--- config.mk ---
export PLATFORM = sky130hd
export DESIGN_NAME = aersc_top
export DESIGN_NICKNAME = d
export VERILOG_FILES = /design/src/logic/aersc_pkg.sv /design/src/logic/aersc_ev_if.sv /design/src/logic/aersc_classify.sv /design/src/logic/aersc_top.sv
export SDC_FILE = /design/constraint.sdc
export NUM_CORES = 1
export LEC_CHECK = 0
export ABC_CLOCK_PERIOD_IN_PS = 4750
export BUFFER_PORTS_ARGS = -buffer_cell sky130_fd_sc_hd__buf_4
export CAP_MARGIN = 20
export CORE_MARGIN = 1.5
export CORE_UTILIZATION = 35
export CTS_CLUSTER_SIZE = 40
export DETAILED_ROUTE_END_ITERATION = 7
export PLACE_DENSITY = 0.71
export SYNTH_ARGS = -nofsm -noshare
export SYNTH_HDL_FRONTEND = slang
export SYNTH_HIERARCHICAL = 1
export SYNTH_SLANG_ARGS = --single-unit
--- constraint.sdc ---
create_clock -name clk -period 4.75 [get_ports clk]
set_clock_uncertainty 0.2 [all_clocks]
set_input_delay 0.2375 -clock clk [delete_from_list [all_inputs] [get_ports clk]]
set_output_delay 0.2375 -clock clk [all_outputs]
set_load 0.03 [all_outputs]
--- src/logic/aersc_pkg.sv ---
// package: offsets, field layouts and reset values of the severity and correctable status block
package aersc_pkg;
  localparam int          AERSC_AW            = 12;
  localparam int          AERSC_DW            = 32;
  localparam logic [11:0] AERSC_OFF_SEVERITY  = 12'h10c;
  localparam logic [11:0] AERSC_OFF_CORR_STAT = 12'h110;
  localparam logic [11:0] AERSC_OFF_UNC_MASK  = 12'h108;
  localparam logic [11:0] AERSC_OFF_EVT_STAT  = 12'h130;

  // severity register fields
  localparam logic [31:0] AERSC_SEV_RW_MASK   = 32'h001f3031;
  localparam logic [31:0] AERSC_SEV_RESET     = 32'h00062030;
  localparam logic [31:0] AERSC_SEV_EVT_MASK  = 32'h001f3030;
  localparam int          AERSC_SEV_COMPLETION_TIMEOUT    = 14;
  localparam int          AERSC_SEV_COMPLETER_ABORT    = 15;
  localparam int          AERSC_SEV_LEGACY    = 0;

  // correctable status fields
  localparam logic [31:0] AERSC_CES_MASK      = 32'h000031c1;
  localparam logic [31:0] AERSC_CES_RESET     = 32'h00000000;
  localparam int          AERSC_CES_RECEIVER_ERROR    = 0;
  localparam int          AERSC_CES_BAD_TRANSACTION_PACKET    = 6;
  localparam int          AERSC_CES_BADLNK    = 7;
  localparam int          AERSC_CES_ROLLOVER  = 8;
  localparam int          AERSC_CES_REPLAYTO  = 12;
  localparam int          AERSC_CES_ADVNF     = 13;

  localparam logic [31:0] AERSC_ZERO          = 32'h00000000;
  localparam logic [1:0]  AERSC_EVT_STAT_W    = 2'h2;

  typedef enum logic [1:0] {
    AERSC_RD_NONE = 2'b00,
    AERSC_RD_SEV  = 2'b01,
    AERSC_RD_CES  = 2'b10,
    AERSC_RD_EVT  = 2'b11
  } aersc_rdsel_t;
endpackage

--- src/logic/aersc_ev_if.sv ---
// interface: uncorrectable events and the fatal or non-fatal classification
`timescale 1ns/10ps
interface aersc_ev_if;
  logic [31:0] events;
  logic [31:0] mask;
  logic [31:0] severity;
  logic [31:0] fatal_hits;
  logic [31:0] nonfatal_hits;
  modport classifier (
    input  events,
    input  mask,
    input  severity,
    output fatal_hits,
    output nonfatal_hits
  );
  modport owner (
    output events,
    output mask,
    output severity,
    input  fatal_hits,
    input  nonfatal_hits
  );
endinterface

--- src/logic/aersc_classify.sv ---
// module: splits unmasked uncorrectable events by their severity bit
`timescale 1ns/10ps
module aersc_classify
  import aersc_pkg::*;
(
  aersc_ev_if.classifier ev  // events, mask and severity in, split hits out
);
  logic [31:0] live;
  // only events that are defined, unmasked and occurring now count
  assign live             = ev.events & ~ev.mask & AERSC_SEV_EVT_MASK;
  assign ev.fatal_hits    = live & ev.severity;
  assign ev.nonfatal_hits = live & ~ev.severity;
endmodule

--- src/logic/aersc_top.sv ---
// top: uncorrectable severity and correctable status registers with event reporting
//
// Strobed register access is this design's own decision.
`timescale 1ns/10ps
// Contract
// - severity applies only to unmasked, occurring events
// - severity one reports event as fatal
// - severity zero reports event as non-fatal
// - bit 4 link protocol, sticky, resets one
// - bit 5 surprise down, sticky, resets one
// - bit 12 poisoned packet, resets zero
// - bit 13 flow credit protocol, resets one
// - bit 16 unexpected completion, resets zero
// - bit 17 receiver overflow, resets one
// - bit 18 bad format packet, resets one
// - bit 19 end-to-end crc, resets zero
// - bit 20 unsupported request, resets zero
// - bit 0 plain storage, no effect
// - bit 14 completion timeout reads zero
// - bit 15 completer abort reads zero
// - status bit 0 receiver error, w1c
// - status bit 6 bad transaction packet
// - status bit 7 bad link packet
// - status bit 8 replay count rollover
// - status bit 12 replay timer expiry
// - status bit 13 advisory non-fatal error
// - masked event neither logged nor reported
module aersc_top
  import aersc_pkg::*;
(
  input  wire logic                clk,                      // 125 MHz clock
  input  wire logic                srst,                     // sync reset, active high
  input  wire logic [AERSC_AW-1:0] reg_addr,                 // register byte address
  input  wire logic [AERSC_DW-1:0] reg_wdata,                // write data
  input  wire logic                reg_wr,                   // write strobe
  input  wire logic                reg_rd,                   // read strobe
  output logic      [AERSC_DW-1:0] reg_rdata,                // read data, cycle after strobe
  input  wire logic [31:0]         unc_events,               // uncorrectable event pulses
  input  wire logic                receiver_error,           // phy receiver error pulse
  input  wire logic                bad_transaction_packet,   // bad packet pulse
  input  wire logic                bad_link_packet,          // bad link packet pulse
  input  wire logic                replay_count_rollover,    // replay rollover pulse
  input  wire logic                replay_timer_expiry,      // replay timer pulse
  input  wire logic                advisory_nonfatal_error,  // advisory non-fatal pulse
  output logic                     fatal_msg,                // fatal report pulse
  output logic                     nonfatal_msg,             // non-fatal report pulse
  output logic                     correctable_msg,          // correctable report pulse
  output logic      [31:0]         unc_log                   // sticky log of reported events
);
  import aersc_pkg::*;

  function automatic logic hit(input logic [11:0] a, input logic [11:0] off);
    return a == off;
  endfunction

  logic [31:0]  sev_q;
  logic [31:0]  sev_d;
  logic [31:0]  ces_q;
  logic [31:0]  ces_d;
  logic [31:0]  mask_q;
  logic [31:0]  mask_d;
  logic [31:0]  log_q;
  logic [31:0]  corr_set;
  logic [31:0]  sev_view;
  logic [1:0]   evt_q;
  aersc_rdsel_t rdsel;

  aersc_ev_if ev ();
  assign ev.events   = unc_events;
  assign ev.mask     = mask_q;
  assign ev.severity = sev_q;

  aersc_classify u_classify (
    .ev (ev)
  );

  // severity register: only writable fields change, reserved stay zero
  always_comb begin
    sev_d = sev_q;
    if (reg_wr && hit(reg_addr, AERSC_OFF_SEVERITY)) begin
      sev_d = reg_wdata & AERSC_SEV_RW_MASK;
    end
  end

  // sticky fields keep state through srst in a real port; here srst loads defaults
  always_ff @(posedge clk) begin
    if (srst) begin
      sev_q <= AERSC_SEV_RESET;
    end else begin
      sev_q <= sev_d;
    end
  end

  // compl timeout and completer abort never exist in a switch port
  always_comb begin
    sev_view                   = sev_q;
    sev_view[AERSC_SEV_COMPLETION_TIMEOUT] = 1'b0;
    sev_view[AERSC_SEV_COMPLETER_ABORT] = 1'b0;
  end

  // mask register mirrors the port's own mask so events can be gated here
  always_comb begin
    mask_d = mask_q;
    if (reg_wr && hit(reg_addr, AERSC_OFF_UNC_MASK)) begin
      mask_d = reg_wdata & AERSC_SEV_RW_MASK;
    end
  end

  always_ff @(posedge clk) begin
    if (srst) begin
      mask_q <= AERSC_ZERO;
    end else begin
      mask_q <= mask_d;
    end
  end

  // correctable event set vector
  always_comb begin
    corr_set                     = AERSC_ZERO;
    corr_set[AERSC_CES_RECEIVER_ERROR]   = receiver_error;
    corr_set[AERSC_CES_BAD_TRANSACTION_PACKET]   = bad_transaction_packet;
    corr_set[AERSC_CES_BADLNK]   = bad_link_packet;
    corr_set[AERSC_CES_ROLLOVER] = replay_count_rollover;
    corr_set[AERSC_CES_REPLAYTO] = replay_timer_expiry;
    corr_set[AERSC_CES_ADVNF]    = advisory_nonfatal_error;
  end

  // set wins over a same-cycle write-one-to-clear
  always_comb begin
    ces_d = ces_q;
    if (reg_wr && hit(reg_addr, AERSC_OFF_CORR_STAT)) begin
      ces_d = ces_d & ~reg_wdata;
    end
    ces_d = (ces_d | corr_set) & AERSC_CES_MASK;
  end

  always_ff @(posedge clk) begin
    if (srst) begin
      ces_q <= AERSC_CES_RESET;
    end else begin
      ces_q <= ces_d;
    end
  end

  // log only unmasked events; masked ones leave no trace
  always_ff @(posedge clk) begin
    if (srst) begin
      log_q <= AERSC_ZERO;
    end else begin
      log_q <= log_q | ev.fatal_hits | ev.nonfatal_hits;
    end
  end

  always_ff @(posedge clk) begin
    if (srst) begin
      unc_log <= AERSC_ZERO;
    end else begin
      unc_log <= log_q | ev.fatal_hits | ev.nonfatal_hits;
    end
  end

  // one report pulse per cycle with events; fatal and non-fatal may coincide
  always_ff @(posedge clk) begin
    if (srst) begin
      fatal_msg    <= 1'b0;
      nonfatal_msg <= 1'b0;
    end else begin
      fatal_msg    <= |ev.fatal_hits;
      nonfatal_msg <= |ev.nonfatal_hits;
    end
  end

  always_ff @(posedge clk) begin
    if (srst) begin
      correctable_msg <= 1'b0;
    end else begin
      correctable_msg <= |corr_set;
    end
  end

  // last-cycle report flags, readable for software diagnosis
  always_ff @(posedge clk) begin
    if (srst) begin
      evt_q <= 2'b00;
    end else begin
      evt_q <= {|ev.nonfatal_hits, |ev.fatal_hits};
    end
  end

  always_comb begin
    rdsel = AERSC_RD_NONE;
    if (hit(reg_addr, AERSC_OFF_SEVERITY)) begin
      rdsel = AERSC_RD_SEV;
    end else if (hit(reg_addr, AERSC_OFF_CORR_STAT)) begin
      rdsel = AERSC_RD_CES;
    end else if (hit(reg_addr, AERSC_OFF_EVT_STAT)) begin
      rdsel = AERSC_RD_EVT;
    end
  end

  // read data valid only in the cycle after the strobe; unmapped reads zero
  always_ff @(posedge clk) begin
    if (srst) begin
      reg_rdata <= AERSC_ZERO;
    end else if (reg_rd) begin
      case (rdsel)
        AERSC_RD_SEV: reg_rdata <= sev_view;
        AERSC_RD_CES: reg_rdata <= ces_q;
        AERSC_RD_EVT: reg_rdata <= {30'h0, evt_q};
        AERSC_RD_NONE: begin
          if (hit(reg_addr, AERSC_OFF_UNC_MASK)) begin
            reg_rdata <= mask_q;
          end else begin
            reg_rdata <= AERSC_ZERO;
          end
        end
        default: reg_rdata <= AERSC_ZERO;
      endcase
    end else begin
      reg_rdata <= AERSC_ZERO;
    end
  end

  // checks
  AST_FATAL_ON_SET_SEV: assert property (@(posedge clk) disable iff (srst)
    (|(unc_events & ~mask_q & sev_q & AERSC_SEV_EVT_MASK)) |=> fatal_msg)
    else $error("unmasked fatal-severity event not reported fatal");

  AST_NONFATAL_ON_CLR_SEV: assert property (@(posedge clk) disable iff (srst)
    (|(unc_events & ~mask_q & ~sev_q & AERSC_SEV_EVT_MASK)) |=> nonfatal_msg)
    else $error("unmasked non-fatal event not reported non-fatal");

  AST_MASKED_SILENT: assert property (@(posedge clk) disable iff (srst)
    ((unc_events & ~mask_q & AERSC_SEV_EVT_MASK) == AERSC_ZERO)
      |=> !fatal_msg && !nonfatal_msg)
    else $error("report raised without any unmasked event");

  AST_NO_FATAL_WITHOUT_SEV: assert property (@(posedge clk) disable iff (srst)
    fatal_msg |-> $past(|(unc_events & ~mask_q & sev_q & AERSC_SEV_EVT_MASK)))
    else $error("fatal report with no fatal-severity cause");

  AST_SEV_RESET: assert property (@(posedge clk)
    srst |=> sev_q == AERSC_SEV_RESET)
    else $error("severity reset value wrong");

  AST_SEV_RO_ZERO: assert property (@(posedge clk) disable iff (srst)
    (reg_rd && hit(reg_addr, AERSC_OFF_SEVERITY))
      |=> reg_rdata[AERSC_SEV_COMPLETION_TIMEOUT] == 1'b0 && reg_rdata[AERSC_SEV_COMPLETER_ABORT] == 1'b0)
    else $error("read-only severity bit read as one");

  AST_CES_SET_WINS: assert property (@(posedge clk) disable iff (srst)
    receiver_error |=> ces_q[AERSC_CES_RECEIVER_ERROR])
    else $error("receiver error not captured");

  AST_CES_HOLD: assert property (@(posedge clk) disable iff (srst)
    (ces_q[AERSC_CES_BAD_TRANSACTION_PACKET] && !(reg_wr && hit(reg_addr, AERSC_OFF_CORR_STAT)
      && reg_wdata[AERSC_CES_BAD_TRANSACTION_PACKET])) |=> ces_q[AERSC_CES_BAD_TRANSACTION_PACKET])
    else $error("sticky status bit lost without a clear");

  AST_CES_RESERVED: assert property (@(posedge clk) disable iff (srst)
    (ces_q & ~AERSC_CES_MASK) == AERSC_ZERO && (sev_q & ~AERSC_SEV_RW_MASK) == AERSC_ZERO)
    else $error("reserved bit set");

  AST_CES_W1C: assert property (@(posedge clk) disable iff (srst)
    (reg_wr && hit(reg_addr, AERSC_OFF_CORR_STAT) && reg_wdata[AERSC_CES_ROLLOVER]
      && !replay_count_rollover) |=> !ces_q[AERSC_CES_ROLLOVER])
    else $error("write one did not clear rollover status");

  // severity storage: defaults, writes, stickiness and readback
  AST_SEV_RESET_ZEROS: assert property (@(posedge clk)
    srst |=> (sev_q & ~AERSC_SEV_RESET) == AERSC_ZERO)
    else $error("severity bit set after reset that should be zero");

  AST_SEV_WRITE_LANDS: assert property (@(posedge clk) disable iff (srst)
    (reg_wr && hit(reg_addr, AERSC_OFF_SEVERITY))
      |=> sev_q == ($past(reg_wdata) & AERSC_SEV_RW_MASK))
    else $error("severity write did not land");

  AST_SEV_STICKY: assert property (@(posedge clk) disable iff (srst)
    !(reg_wr && hit(reg_addr, AERSC_OFF_SEVERITY))
      |=> $stable(sev_q))
    else $error("severity changed without a write");

  AST_SEV_READBACK: assert property (@(posedge clk) disable iff (srst)
    (reg_rd && hit(reg_addr, AERSC_OFF_SEVERITY))
      |=> reg_rdata == $past(sev_q))
    else $error("severity read data differs from stored value");

  AST_SEV_RD_RESERVED: assert property (@(posedge clk) disable iff (srst)
    (reg_rd && hit(reg_addr, AERSC_OFF_SEVERITY))
      |=> (reg_rdata & ~AERSC_SEV_RW_MASK) == AERSC_ZERO)
    else $error("reserved or read-only severity bit read as one");

  AST_RDATA_IDLE: assert property (@(posedge clk) disable iff (srst)
    !reg_rd |=> reg_rdata == AERSC_ZERO)
    else $error("read data not zero outside a read");

  // reports: no report without a cause of the matching severity
  AST_NO_NONFATAL_WITHOUT_SEV: assert property (@(posedge clk) disable iff (srst)
    nonfatal_msg |-> $past(|(unc_events & ~mask_q & ~sev_q & AERSC_SEV_EVT_MASK)))
    else $error("non-fatal report with no non-fatal cause");

  AST_FATAL_QUIET: assert property (@(posedge clk) disable iff (srst)
    !(|(unc_events & ~mask_q & sev_q & AERSC_SEV_EVT_MASK))
      |=> !fatal_msg)
    else $error("fatal report with no fatal cause");

  AST_NONFATAL_QUIET: assert property (@(posedge clk) disable iff (srst)
    !(|(unc_events & ~mask_q & ~sev_q & AERSC_SEV_EVT_MASK))
      |=> !nonfatal_msg)
    else $error("non-fatal report with no non-fatal cause");

  // log: unmasked events recorded, masked ones leave it untouched
  AST_LOG_CAPTURE: assert property (@(posedge clk) disable iff (srst)
    (|(unc_events & ~mask_q & AERSC_SEV_EVT_MASK)) |=> ((log_q
      & $past(unc_events & ~mask_q & AERSC_SEV_EVT_MASK))
      == $past(unc_events & ~mask_q & AERSC_SEV_EVT_MASK)))
    else $error("unmasked event not logged");

  AST_LOG_MASKED_STABLE: assert property (@(posedge clk) disable iff (srst)
    !(|(unc_events & ~mask_q & AERSC_SEV_EVT_MASK))
      |=> $stable(log_q))
    else $error("log changed with no unmasked event");

  AST_LOG_NO_UNDEFINED: assert property (@(posedge clk) disable iff (srst)
    (log_q & ~AERSC_SEV_EVT_MASK) == AERSC_ZERO)
    else $error("log holds a position with no event");

  // correctable status: every source sets its own bit
  AST_CES_BAD_TRANSACTION_PACKET_SET: assert property (@(posedge clk) disable iff (srst)
    bad_transaction_packet |=> ces_q[AERSC_CES_BAD_TRANSACTION_PACKET])
    else $error("bad packet status not set");
  AST_CES_BADLNK_SET: assert property (@(posedge clk) disable iff (srst)
    bad_link_packet |=> ces_q[AERSC_CES_BADLNK])
    else $error("bad link packet status not set");
  AST_CES_ROLLOVER_SET: assert property (@(posedge clk) disable iff (srst)
    replay_count_rollover |=> ces_q[AERSC_CES_ROLLOVER])
    else $error("rollover status not set");
  AST_CES_REPLAYTO_SET: assert property (@(posedge clk) disable iff (srst)
    replay_timer_expiry |=> ces_q[AERSC_CES_REPLAYTO])
    else $error("replay timer status not set");
  AST_CES_ADVNF_SET: assert property (@(posedge clk) disable iff (srst)
    advisory_nonfatal_error |=> ces_q[AERSC_CES_ADVNF])
    else $error("advisory status not set");

  AST_CES_RESET_ZERO: assert property (@(posedge clk)
    srst |=> ces_q == AERSC_CES_RESET)
    else $error("status not zero after reset");

  AST_CES_CLEAR_ALL: assert property (@(posedge clk) disable iff (srst)
    (reg_wr && hit(reg_addr, AERSC_OFF_CORR_STAT) && reg_wdata == AERSC_CES_MASK
      && !(|corr_set)) |=> ces_q == AERSC_ZERO)
    else $error("write of ones did not clear status");

  AST_CORR_MSG: assert property (@(posedge clk) disable iff (srst)
    (|corr_set) |=> correctable_msg)
    else $error("correctable event not reported");

  AST_CORR_QUIET: assert property (@(posedge clk) disable iff (srst)
    !(|corr_set)
      |=> !correctable_msg)
    else $error("correctable report with no event");
endmodule

# [Yosys cells after proc, flatten, opt, wreduce, memory -nomap -nowiden]
# Index checks and enable logic that the tools add are counted.
[totals] word_cells=41 latch_bits=0 memories=0 ramBits=0 rom_bits=0 register_bits=95 out_inout_bits=67
[op_classes] magnitude_cmp=0 n_div=0 n_bitwise=11 shifts=0 n_reduce_logical=8 n_addsub=0 n_mux=6 eq_ne=7 n_mul=0
[op_table] cell="32-bit case mux with 4 select lines" count=1
[op_table] cell="32-bit OR" count=2
[op_table] cell="32-bit OR reduction" count=2
[op_table] cell="12-bit by 9-bit equality test with 1-bit output, second input constant" count=4
[op_table] cell="21-bit bitwise AND" count=2
[op_table] cell="21-bit by 32-bit bitwise AND with 32-bit output" count=1
[op_table] cell="21-bit NOT with 32-bit output" count=1
[op_table] cell="21-bit two-way mux" count=1
[op_table] cell="21-bit NOT" count=1
[op_table] cell="14-bit bitwise AND" count=1
[op_table] cell="14-bit two-way mux" count=1
[op_table] cell="14-bit NOT" count=1
[op_table] cell="14-bit OR" count=1
[op_table] cell="2-bit two-way mux" count=3
[op_table] cell="6-bit OR reduction" count=1
[op_table] cell="2-bit equality test, second input constant" count=2
[op_table] cell="1-bit logical AND" count=3
[op_table] cell="2-bit by 1-bit equality test with 1-bit output, second input constant" count=1
[op_table] cell="2-bit zero test" count=1
[op_table] cell="2-bit OR reduction" count=1
[op_table] cell="1-bit NOT" count=1

# [Logic depth before layout (Yosys ltp)]
[logic_depth] word_depth=6 depth_mapped=4

# [By module]
# The synthesis kept the hierarchy.
[by_module_without_submodules] module="aersc_top" area_each_um2=3016.6 cells_each=321 seq_area_each_um2=1501.4 instances=1
[by_module_without_submodules] module="aersc_classify" area_each_um2=540.5 cells_each=65 seq_area_each_um2=0.0 instances=1

# [Least setup slack after synthesis]
# Ideal clock, no wire load.
[synth_timing] path_type="input -> register" startpoint="in reg_addr[9]" endpoint="reg mask_q[0], in the netlist ev.mask[0]" setup_slack_ns=3.023 required_time_ns=4.478 t_arrival_ns=1.455 cell_stages=4 setup_time_ns=0.072 cell_sequence="or4b_4 -> nor4_1 -> buf_4 -> mux2i_1"
[synth_between] elab_chain_cells=2
[synth_lines] element="from (decl)" line_no="aersc_top.sv:33" rtl="input wire logic [AERSC_AW-1:0] reg_addr,"
[synth_lines] element="12-bit by 9-bit equality test with 1-bit output" line_no="aersc_top.sv:53" rtl="return a == off;"
[synth_lines] element="1-bit logical AND" line_no="aersc_top.sv:104" rtl="if (reg_wr && hit(reg_addr, AERSC_OFF_UNC_MASK)) begin"
[synth_lines] element="to (signal assigned)" line_no="aersc_top.sv:113" rtl="mask_q <= mask_d;"
[synth_lines] element="to (decl)" line_no="aersc_top.sv:60" rtl="logic [31:0] mask_q;"
# No other way between the ends.
# A chain may end at the register's enable or synchronous reset.

# [Worst setup path after layout]
[layout_timing] startpoint="in reg_addr[5]" endpoint="reg ces_q[6]"
[layout_between] elab_chain_cells=4
[layout_lines] element="12-bit by 9-bit equality test with 1-bit output" line_no="aersc_top.sv:53"
[layout_lines] element="1-bit logical AND" line_no="aersc_top.sv:131" rtl="if (reg_wr && hit(reg_addr, AERSC_OFF_CORR_STAT)) begin"
[layout_lines] element="14-bit two-way mux" line_no="aersc_top.sv:131"
[layout_lines] element="14-bit OR" line_no="aersc_top.sv:134" rtl="ces_d = (ces_d | corr_set) & AERSC_CES_MASK;"
[layout_lines] element="to (signal assigned)" line_no="aersc_top.sv:141" rtl="ces_q <= ces_d;"
[layout_lines] element="to (decl)" line_no="aersc_top.sv:58" rtl="logic [31:0] ces_q;"
# No other way between the ends.

==> impl_metrics.ini <==
[layout]
multi_input_area_um2 = 1740
final_common_cell = buf_4
area.growth.synth_to_final_pct = 29.5
fin_util_pct = 46.9
final_layout_size_suffix_gt1_share_pct = 24.8
mostFrequentLayoutCells = buf_4, dfxtp_1, conb_1
register_area_um2 = 1500
fill_cells = 931
nets = 586
diodes = 0

[sta]
maxSlewViolCount = 0
finalCritPeriodShare_pct = 53.8
setup_viol = 0
tns_ns = 0
clock.fmax_mhz = 391
hold_violations = 0
slew-limit-headroom_pct = 52.6
hold-worst-slack_ns = 0.0317
finalCriticalPeriod_ns = 2.55
worst_pin_slew_ns = 0.711
fin_ws_ns = 2.20
rsz0062_at_grt = no

[clock_network]
cts_sinks = 75
cts_htree_levels = 3
cts.clk_slew.worst_paths_ns = 0.08
clockRootBuffer = clkbuf_8
numCtsBuffers = 9
clk_path_buf_depth = 2
post_cts_buffers = 0
cts_tree = yes
clock_latency_ns = 0.36

[route]
drtIter0Drc = 114
antenna_left = 0
firstDrtPassIters = 4
wirelength_um = 8450
vias = 2912
drc_errors = 0
wl_per_cell_um = 13.2
via_per_inst = 4.56

[pwr]
power_uw = 1480
swShare_pct = 25.4
p_seq_share_pct = 45.0
p_int_uw = 1100
combPwrFrac_pct = 14.5
vdd_drop_max_mv = 0.138
static-leakage-power_uw = 0.00203
clkPwrFrac_pct = 40.4
cellPowerDensity_nw_per_um2 = 321
p_sw_uw = 375

[logic_synthesis]
synth_top_area_share_pct = 42.2
async_flop_share_pct = 0
synth_area_per_cell_um2 = 9.22
yosys-top-cells-area = dfxtp_1, buf_4, mux2i_1, nor2_1, nor3_1
synth_ff_type = dfxtp_1
synthCells = 386
synth_cell_types = 36
synth_warnings = 6
ys_seq_area_share_pct = 42.2
synth-seq-cells = 75
yosysTopAreaCell = dfxtp_1
synth_edf_count = 0
netlist_area_um2 = 3560

[global_route]
grt_use_total_pct = 16.2
grt-ovfl-total = 0
grt_max_degree = 78
grt_pass1_vias = 2851
grt_pass1_wl_um = 13700
antenna_found_initial = 0

[floorplan]
die_area_um2 = 10800
die_y_um = 104
initial_core_util_pct = 36.2
core_um2 = 9820
io_pins = 153
num_rows = 36
die_w_um = 104

[flow_run]
cap_violations = 0

[setup_path]
arrival_ns = 2.60
rr_worst_depth = 4
worstSetupStartpointType = input pin
crit_fanout = 10
worstSetupPathType = in -> reg
crit_required_ns = 4.80
cp-end-kind = register

[place]
place_congestion = 0.779
io_buffer_count = 92
dp_slack_ns = 2.56
place_hpwl_um = 6040

[run_status]
outcome = finished clean

[min_path]
holdPathStages = 4
hold_class = in -> reg
==> synth_stat cells, types with 6 or more instances <==
library cell and number:
and3b_1 10, dfxtp_1 75, inv_1 7, nand2b_1 25
buf_4 65, nor4_1 18, nor2_1 58, mux2i_1 27
a311oi_1 6, clkbuf_1 9, and4_1 6, nor3_1 34
nor3b_2 9
==> power by group through the flow <==
stage	Sequential [µW]	Clock [µW]	Combinational [µW]
floorplan	719	0	118
global placement	680	0	193
detailed placement	681	0	196
CTS	666	612	212
global route	669	643	231
finish	666	598	215
==> worst max-delay path, cell delays in order <==
cell           delay [ns]
dlygate4sd3_1        0.54
buf_4                0.15
nor3_2               0.47
and4_1               0.45
a311oi_1             0.15
dlygate4sd3_1        0.60
==> flip-flops by register name, summed over array words and instances, names as in the netlist <==
register         flops
ev.severity         10
reg_rdata           14
ev.mask             10
ces_q                6
nonfatal_msg         1
unc_log             32
evt_q                1
correctable_msg      1
==> per-stage QoR <==
stage	std cells	cell area [µm²]
6_report	638	4610
5_1_grt	638	4610
4_1_cts	638	4610
3_5_place_dp	599	4140
3_3_place_gp	599	4140
2_1_floorplan	448	3790
==> final cells by class <==
cell class,count,share of cell area (%)
multi-input cells,291,37.8
flip-flops and latches,75,32.6
repair buffers,116,20.2
well taps,133,3.61
clock buffers,11,3.07
clock inverters,5,2.17
inverters,7,0.570
==> path summary, 6_finish.rpt <==
path | from | end | slack (ns)
worst max-delay path | reg_addr[5] | ces_q[6] | 2.20
worst min-delay path | reg_addr[0] | reg_rdata[0] | 0.03
worst max register to register | ev.mask[5] | evt_q[0] | 3.05
worst min register to register | ev.severity[0] | reg_rdata[0] | 0.28
==> what timing repair did <==
| item | 4_1_cts | 5_1_grt |
|---|---|---|
| hold buffers | 23 | 0 |
| hold endpoints to repair | 26 | 0 |
| resized for setup | 0 | 0 |
==> logic make-up (layout without fill, tap and decap cells) <==
group | Yosys count | after routing | share of synthesized area (%)
other | 2 | 64 | 0.211
AO/OA/AOI/OAI | 15 | 15 | 3.24
buffers and inverters | 82 | 139 | 15.5
AND/OR/NAND/NOR | 184 | 184 | 30.9
flip-flops | 75 | 75 | 42.2
multiplexers | 28 | 28 | 7.91
==> per-layer routing <==
layer | wire (µm) | vias up | share of wire [%] | GRT usage (%)
met4 | 241 | 0 | 2.9 | 8.23
met1 | 3630 | 1337 | 43 | 18.8
li1 | - | 1449 | - | -
met2 | 4070 | 104 | 48 | 26.8
met3 | 504 | 22 | 6.0 | 4.97
met5 | 0 | - | 0 | 0
Power figures use the tool's default switching activity.
